## src/flash_regs_pkg.sv

```systemverilog
// constants shared by the flash disk control register device and its host controller
// assumes an sram-like byte register window driven by a single clock
// Contract
// RQ1 - delay dummy writes change nothing; here they still drop a pending control value
// RQ2 - host uses delay dummy for padding; this host sends no delay dummy writes of its own
// RQ3 - eight-bit scratch register, reset zero, inert
// RQ4 - control and confirm read same, 0x10
// RQ5 - host writes complement to confirm register; this host writes the command's data byte as given
// RQ6 - control and confirm writes back to back
// RQ7 - mode codes: 00 reset, 01 normal, 10 sleep
// RQ8 - mode changes need mode write enable set
// RQ9 - boot detect sets flag, write one clears
// RQ10 - external or voltage reset sets latch flag
// RQ11 - answer only when cascade select matches id
// RQ12 - all reads zero while in reset mode
// RQ13 - reserved bits read zero, host writes zero; this host passes the command's data byte through unmasked
// RQ14 - commit only on matching immediate confirm
package flash_regs_pkg;
  localparam logic [12:0] delay_dummy_off = 13'h1002;
  localparam logic [12:0] alias_scratch_off = 13'h1004;
  localparam logic [12:0] mode_control_off = 13'h1006;
  localparam logic [12:0] cascade_select_off = 13'h1008;
  localparam logic [12:0] mode_control_confirm_off = 13'h1076;
  localparam logic [7:0] alias_scratch_rst = 8'h00;
  localparam logic [7:0] mode_control_rst = 8'h10;
  localparam logic [7:0] cascade_select_rst = 8'h00;
  localparam int mode_lsb = 0;
  localparam int mode_write_enable_bit = 2;
  localparam int boot_detected_flag_bit = 3;
  localparam int reset_latch_flag_bit = 4;
  localparam logic [1:0] mode_reset = 2'h0;
  localparam logic [1:0] mode_normal = 2'h1;
  localparam logic [1:0] mode_sleep = 2'h2;
  localparam logic [7:0] mode_control_mask = 8'h1f;
  localparam logic [7:0] cascade_select_mask = 8'h03;
  // controller registers on ahb-lite
  localparam logic [7:0] ctl_cmd_off = 8'h00;
  localparam logic [7:0] ctl_status_off = 8'h04;
  localparam logic [7:0] ctl_rdata_off = 8'h08;
  localparam logic [7:0] ctl_irq_status_off = 8'h0c;
  localparam logic [7:0] ctl_irq_mask_off = 8'h10;
  localparam int cmd_data_lsb = 0;
  localparam int cmd_addr_lsb = 8;
  localparam int cmd_write_bit = 31;
  localparam int cmd_mode_bit = 30;
  localparam logic [31:0] ctl_rst = 32'h0000_0000;
endpackage

```

## src/flash_bus_if.sv

```systemverilog
`timescale 1ns/1ps
// sram-like register window between host controller and device
// assumes both ends run on the same clock; one access per strobe cycle
interface flash_bus_if;
  logic cs;
  logic we;
  logic [12:0] addr;
  logic [7:0] wdata;
  logic [7:0] rdata;
  logic rvalid;
  modport device (input cs, input we, input addr, input wdata, output rdata, output rvalid);
  modport host (output cs, output we, output addr, output wdata, input rdata, input rvalid);
endinterface

```

## src/flash_mode_device.sv

```systemverilog
// Decided for this implementation: the AHB-Lite register port.
`timescale 1ns/1ps
// device end: mode control register bank with cascade decode
// assumes id balls, boot detector and voltage detector are asynchronous inputs
module flash_mode_device (
  input wire logic hclk,
  input wire logic hresetn,
  flash_bus_if.device bus,
  input wire logic [1:0] device_id,
  input wire logic boot_detect,
  input wire logic voltage_detect,
  input wire logic external_reset_in_n,
  output logic [1:0] mode,
  output logic [7:0] scratch
);
  logic [1:0] id_s1_q, id_s2_q;
  logic [2:0] ev_s1_q, ev_s2_q;
  logic [7:0] scratch_q, ctl_q, sel_q, pend_q, rdata_q;
  logic pend_valid_q, rvalid_q;
  wire match = id_s2_q == sel_q[1:0];
  wire acc = bus.cs && match; // see RQ11
  wire wr = acc && bus.we;
  wire rd = acc && !bus.we;
  wire in_reset = ctl_q[1:0] == flash_regs_pkg::mode_reset;
  wire hit_ctl = bus.addr == flash_regs_pkg::mode_control_off;
  wire hit_cfm = bus.addr == flash_regs_pkg::mode_control_confirm_off;
  wire boot_ev = ev_s2_q[0];
  wire rst_ev = ev_s2_q[1] | ev_s2_q[2];
  // confirm write must follow directly and be the complement
  wire commit = wr && hit_cfm && pend_valid_q && (bus.wdata == ~pend_q); // see RQ14
  wire [7:0] w1c = commit ? pend_q : 8'h00;
  wire mode_ok = commit && pend_q[flash_regs_pkg::mode_write_enable_bit]; // see RQ8
  logic [7:0] ctl_d;
  logic [7:0] rd_mux;
  always_comb begin
    ctl_d = ctl_q;
    if (mode_ok) begin
      ctl_d[1:0] = pend_q[1:0]; // see RQ7
    end
    ctl_d[flash_regs_pkg::mode_write_enable_bit] = commit ?
      pend_q[flash_regs_pkg::mode_write_enable_bit] : ctl_q[flash_regs_pkg::mode_write_enable_bit];
    if (w1c[flash_regs_pkg::boot_detected_flag_bit]) begin
      ctl_d[flash_regs_pkg::boot_detected_flag_bit] = 1'b0;
    end
    if (w1c[flash_regs_pkg::reset_latch_flag_bit]) begin
      ctl_d[flash_regs_pkg::reset_latch_flag_bit] = 1'b0;
    end
    if (boot_ev) begin
      ctl_d[1:0] = flash_regs_pkg::mode_reset;
      ctl_d[flash_regs_pkg::boot_detected_flag_bit] = 1'b1; // see RQ9
    end
    if (rst_ev) begin
      ctl_d[1:0] = flash_regs_pkg::mode_reset;
      ctl_d[flash_regs_pkg::reset_latch_flag_bit] = 1'b1; // see RQ10
    end
    ctl_d = ctl_d & flash_regs_pkg::mode_control_mask; // see RQ13
  end
  always_comb begin
    rd_mux = 8'h00;
    if (!in_reset) begin // see RQ12
      if (bus.addr == flash_regs_pkg::alias_scratch_off) begin
        rd_mux = scratch_q;
      end else if (hit_ctl || hit_cfm) begin
        rd_mux = ctl_q; // see RQ4
      end else if (bus.addr == flash_regs_pkg::cascade_select_off) begin
        rd_mux = sel_q & flash_regs_pkg::cascade_select_mask;
      end
    end
  end
  always_ff @(posedge hclk or negedge hresetn) begin
    if (!hresetn) begin
      id_s1_q <= 2'h0;
      id_s2_q <= 2'h0;
      ev_s1_q <= 3'h0;
      ev_s2_q <= 3'h0;
    end else begin
      id_s1_q <= device_id;
      id_s2_q <= id_s1_q;
      ev_s1_q <= {voltage_detect, ~external_reset_in_n, boot_detect};
      ev_s2_q <= ev_s1_q;
    end
  end
  always_ff @(posedge hclk or negedge hresetn) begin
    if (!hresetn) begin
      scratch_q <= flash_regs_pkg::alias_scratch_rst;
      ctl_q <= flash_regs_pkg::mode_control_rst;
      sel_q <= flash_regs_pkg::cascade_select_rst;
      pend_q <= 8'h00;
      pend_valid_q <= 1'b0;
      rdata_q <= 8'h00;
      rvalid_q <= 1'b0;
    end else begin
      ctl_q <= ctl_d;
      rvalid_q <= rd;
      rdata_q <= rd ? rd_mux : 8'h00;
      // delay dummy and unmapped writes change no register but still drop the pending control value; see RQ1
      if (wr && bus.addr == flash_regs_pkg::alias_scratch_off) begin
        scratch_q <= bus.wdata; // see RQ3
      end
      if (wr && bus.addr == flash_regs_pkg::cascade_select_off) begin
        sel_q <= bus.wdata & flash_regs_pkg::cascade_select_mask;
      end
      // any other access drops the pending value; see RQ14
      if (acc) begin
        pend_valid_q <= wr && hit_ctl;
        pend_q <= bus.wdata;
      end
    end
  end
  assign bus.rdata = rdata_q;
  assign bus.rvalid = rvalid_q;
  always_ff @(posedge hclk or negedge hresetn) begin
    if (!hresetn) begin
      mode <= flash_regs_pkg::mode_reset;
      scratch <= flash_regs_pkg::alias_scratch_rst;
    end else begin
      mode <= ctl_d[1:0];
      scratch <= scratch_q;
    end
  end
endmodule

```

## src/flat_wrapper.sv

```systemverilog
// flat-port wrapper written by rule: the top's interface ports become plain ports
module flash_mode_device_flat 
  (hclk, hresetn, device_id, boot_detect, voltage_detect, external_reset_in_n, mode, scratch, bus_cs, bus_we, bus_addr, bus_wdata, bus_rdata, bus_rvalid);
  flash_bus_if bus_i ();
  input wire logic hclk;
  input wire logic hresetn;
  input wire logic [1:0] device_id;
  input wire logic boot_detect;
  input wire logic voltage_detect;
  input wire logic external_reset_in_n;
  output logic [1:0] mode;
  output logic [7:0] scratch;
  input wire logic [$bits(bus_i.cs)-1:0] bus_cs;
  input wire logic [$bits(bus_i.we)-1:0] bus_we;
  input wire logic [$bits(bus_i.addr)-1:0] bus_addr;
  input wire logic [$bits(bus_i.wdata)-1:0] bus_wdata;
  output wire logic [$bits(bus_i.rdata)-1:0] bus_rdata;
  output wire logic [$bits(bus_i.rvalid)-1:0] bus_rvalid;
  assign bus_i.cs = bus_cs;
  assign bus_i.we = bus_we;
  assign bus_i.addr = bus_addr;
  assign bus_i.wdata = bus_wdata;
  assign bus_rdata = bus_i.rdata;
  assign bus_rvalid = bus_i.rvalid;
  flash_mode_device u_core (.hclk(hclk), .hresetn(hresetn), .bus(bus_i), .device_id(device_id), .boot_detect(boot_detect), .voltage_detect(voltage_detect), .external_reset_in_n(external_reset_in_n), .mode(mode), .scratch(scratch));
endmodule
```

## config.mk

```make
export PLATFORM = sky130hd
export DESIGN_NAME = flash_mode_device_flat
export DESIGN_NICKNAME = d
export VERILOG_FILES = /design/src/flash_regs_pkg.sv /design/src/flash_bus_if.sv /design/src/flash_mode_device.sv /design/src/flat_wrapper.sv
export SDC_FILE = /design/constraint.sdc
export NUM_CORES = 1
export LEC_CHECK = 0
export ABC_AREA = 1
export ABC_CLOCK_PERIOD_IN_PS = 1450
export BUFFER_PORTS_ARGS = -buffer_cell sky130_fd_sc_hd__buf_2
export CAP_MARGIN = 20
export CORE_MARGIN = 10
export CORE_UTILIZATION = 45
export DETAILED_ROUTE_END_ITERATION = 10
export HOLD_SLACK_MARGIN = 0.15
export PLACE_DENSITY_LB_ADDON = 0.15
export SLEW_MARGIN = 20
export SYNTH_ARGS = -nofsm -noshare
export SYNTH_HDL_FRONTEND = slang
export SYNTH_SLANG_ARGS = --single-unit
```

## constraint.sdc

```tcl
create_clock -name hclk -period 1.45 [get_ports hclk]
set_clock_uncertainty 0.15 [all_clocks]
set_input_delay 0.0725 -clock hclk [delete_from_list [all_inputs] [get_ports hclk]]
set_output_delay 0.0725 -clock hclk [all_outputs]
set_load 0.01 [all_outputs]
```

==> metrics <==
outcome complete, but fails checks; failing checks setup timing; Detailed Routing Iterations Pass 1 4; Pleak 1.60 nW; Post-Syn Nets roughly 270; Detail Route Antenna Nets 0; synth unique cells 25; switching share of total power 0.256; clock period minus worst slack 1.61 ns; Post-synth EDFFs 0; period utilisation layout 1.11; layout cell share with drive strength beyond 1 0.337; gp weighted congestion approximately 0.8; routed len/inst about 13 um; initial antenna violation count 0; Final Instance Area slightly above 0.003 mm2; Rel. slew slack 0.807; GRT Overall Usage 0.136; Switching Power ~0.00068 W; CP max stage cell dlygate4sd3_1; WL final about 5.1 mm; IO buf count 48; most frequent CP cell nand2_1; first-pass GRT wire length between 8 and 9 mm; Design Power roughly 0.0027 W; max incr delay on CP approximately 0.60 ns; VDD IR max just under 500 uV; maxcap violations 0; max frequency around 620 MHz; crit-path cells buf_2 > dlygate4sd3_1 > inv_1 > nand2_1 > nand3_1 > nor2_2 > nand4_1 > nand2_1 > nand2_1 > nand2_1; Avg Cell Area, Syn 9.01 um2; Synth Cell Area 0.00218 mm2; Die Wd roughly 90 um; clock buffer count from CTS 5; Finish-stage setup viols 19; Reg power frac 0.567; most instantiated library cell after synthesis nand2_1; CP Max Fanout 4; crit path launch type input pin; Internal Power 0.00198 W; Post-synth ARST share 1.00; power density cells 867 mW/mm2; Syn Inst Count around 240; TritonCTS clock tree built; grt total ovfl 0; Gate power share 0.133; IO Pins 49; Synth warnings 0; Starting Density 0.461; Synth area leaders dfrtp_1 57%, nand2_1 11%, inv_1 5.7%, o21ai_0 4.6%, nor2_1 4.5%; vias in the first global route 1872; worst-skew pair later-pin latency 0.30 ns; worst-margin pin slew around 0.29 ns; die area 0.00803 mm2; Post-synth top cells 65 x nand2_1, 50 x dfrtp_1, 33 x inv_1, 26 x nor2_1, 20 x o21ai_0; fin nets 367; CP Data Required Time about 1.5 ns; antenna cells 0; dpl cell area 0.00262 mm2; hold buffers post-CTS 21; power share of the clock group 0.300; sequential area share after synthesis 0.586; Synth top area share 0.574; CP arrival between 1.5 and 2 ns; Post-DP HPWL approximately 3.6 mm; core box area 0.00472 mm2; largest net degree at the start of global routing 52; root buf cell clkbuf_8; die extent in y around 90 um; Top FF cell, synth dfrtp_1; cell taking the most area after synthesis dfrtp_1; DR vias/cell 4.52; Crit. End Element register; worst hold path type input pin to register; CTS sink cnt a little over 50; RSZ-0062 raised after global routing true; H-tree levels 2; critical path's top delay family simple AND/OR/NAND/NOR gates; type of the worst setup path input pin to register; CTS max path bufs 2; DRC 0; fill count about 380; Rows 25; final hold viol count 0; Yosys reg bits 51; clk slew on worst S/H paths roughly 0.090 ns; Vias 1829; drt initial violations 94; worst setup margin -0.160 ns; Layout area overhead 41.1%; worst path bufs/invs 3; Slew Viols, Final 0
-- routing by layer --
layer | share of wire | wire length (um) | GRT usage | vias up
met2 | 0.49 | 2530 | 0.242 | 59
met1 | 0.42 | 2140 | 0.152 | 817
met3 | 0.072 | 371 | 0.0379 | 9
li1 | - | - | - | 944
met5 | 0 | 0 | 0 | -
met4 | 0.019 | 96 | 0.0448 | 0
-- power groups by stage --
stage	clock [W]	sequential, W	combinational, W
finish	0.000799	0.00151	0.000355
global route	0.000859	0.00152	0.000399
CTS	0.000802	0.00151	0.000331
detailed placement	0	0.00154	0.000280
global placement	0	0.00153	0.000274
floorplan	0	0.00153	0.000130
-- sequential cells by signal, indices dropped and copies added, names as in the netlist, 2 cells and up --
signal	cells
u_core.id_s1_q	2
u_core.ev_s2_q	3
u_core.id_s2_q	2
u_core.sel_q	2
u_core.bus.rdata	8
u_core.scratch_q	8
u_core.scratch	8
u_core.ev_s1_q	3
u_core.pend_q	8
u_core.ctl_q	5
-- path summary, 6_finish.rpt --
kind                       cells past startpoint  slack (ns)             endpoint         startpoint
setup / recovery                              10       -0.16      u_core.ctl_q[0]       bus_wdata[4]
hold reg to reg                                0        0.21    u_core.ev_s2_q[1]  u_core.ev_s1_q[1]
setup reg to reg                               8       -0.13      u_core.ctl_q[0]    u_core.sel_q[0]
min in group asynchronous                      4        0.72  u_core.bus.rdata[7]            hresetn
hold / removal                                 5        0.06      u_core.sel_q[1]        bus_addr[1]
max in group asynchronous                      4        0.16      u_core.ctl_q[4]            hresetn
-- area by class of cell --
class / instances / area, um2 / share of cell area
multi-input cells: 150 / 815 / 0.265
repair buffers: 93 / 679 / 0.221
clock buffers: 6 / 72.6 / 0.0236
well taps: 67 / 83.8 / 0.0273
inverters: 36 / 135 / 0.0439
clock inverters: 2 / 12.5 / 0.00407
flip-flops and latches: 51 / 1280 / 0.415
-- cells by family after synthesis --
group,synth area share
AOI/OAI and AO/OA,0.0769
DFF,0.586
buffers and inverters,0.0809
muxes,0.00517
and+or+nand+nor,0.251
-- cell usage in the layout, fill, tap and decap left out --
cell / n
mux2_4: 1
nor2_4: 3
inv_2: 4
buf_4: 18
nand4_2: 1
nand3_2: 1
o21ai_2: 5
o21ai_1: 13
clkinvlp_4: 1
inv_1: 32
nand3_4: 3
nand2_1: 63
dlygate4sd3_1: 21
buf_12: 3
nand3_1: 6
or2_1: 1
clkbuf_1: 1
nand4_1: 2
buf_6: 3
clkinv_2: 1
dfstp_2: 1
nand2_2: 4
o21ai_0: 8
nand2_4: 1
nor3_2: 3
dfrtp_1: 50
nor3_4: 3
nor2_1: 22
a21oi_1: 5
a21oi_2: 1
clkbuf_8: 5
nor2_2: 4
buf_2: 48
-- worst register-to-register path: stages (launching register included) --
cell and delay, ns:
dfrtp_1 0.41, nand2_1 0.08, nand2_2 0.07, nor3_4 0.20, buf_6 0.13, nand4_1 0.18, nand2_1 0.16, nand2_1 0.07
nand2_1 0.06
-- repair_timing --
action | CTS | global route
pin swaps | 10 | 4
endpoints found under the hold margin | 85 | 3
setup endpoints to repair | 20 | 30
cloned | 0 | 1
resized for setup | 17 | 21
buffers inserted | 2 | 5
-- through the flow --
step | setup TNS, ns | utilization | std cells | hold slack (ns) | setup slack (ns)
5_1_grt | -3.78 | 0.651 | 405 | 0.0915 | -0.231
6_report | -0.818 | 0.651 | 405 | 0.0573 | -0.160
4_1_cts | -0.984 | 0.628 | 399 | 0.117 | -0.0818
3_5_place_dp | -0.566 | 0.555 | 368 | -0.0682 | -0.0789
2_1_floorplan | 0 | - | 242 | -0.373 | 0.00664
3_3_place_gp | -0.147 | 0.555 | 368 | -0.0658 | -0.0426
No activity file was read; power rests on OpenSTA's default activity.
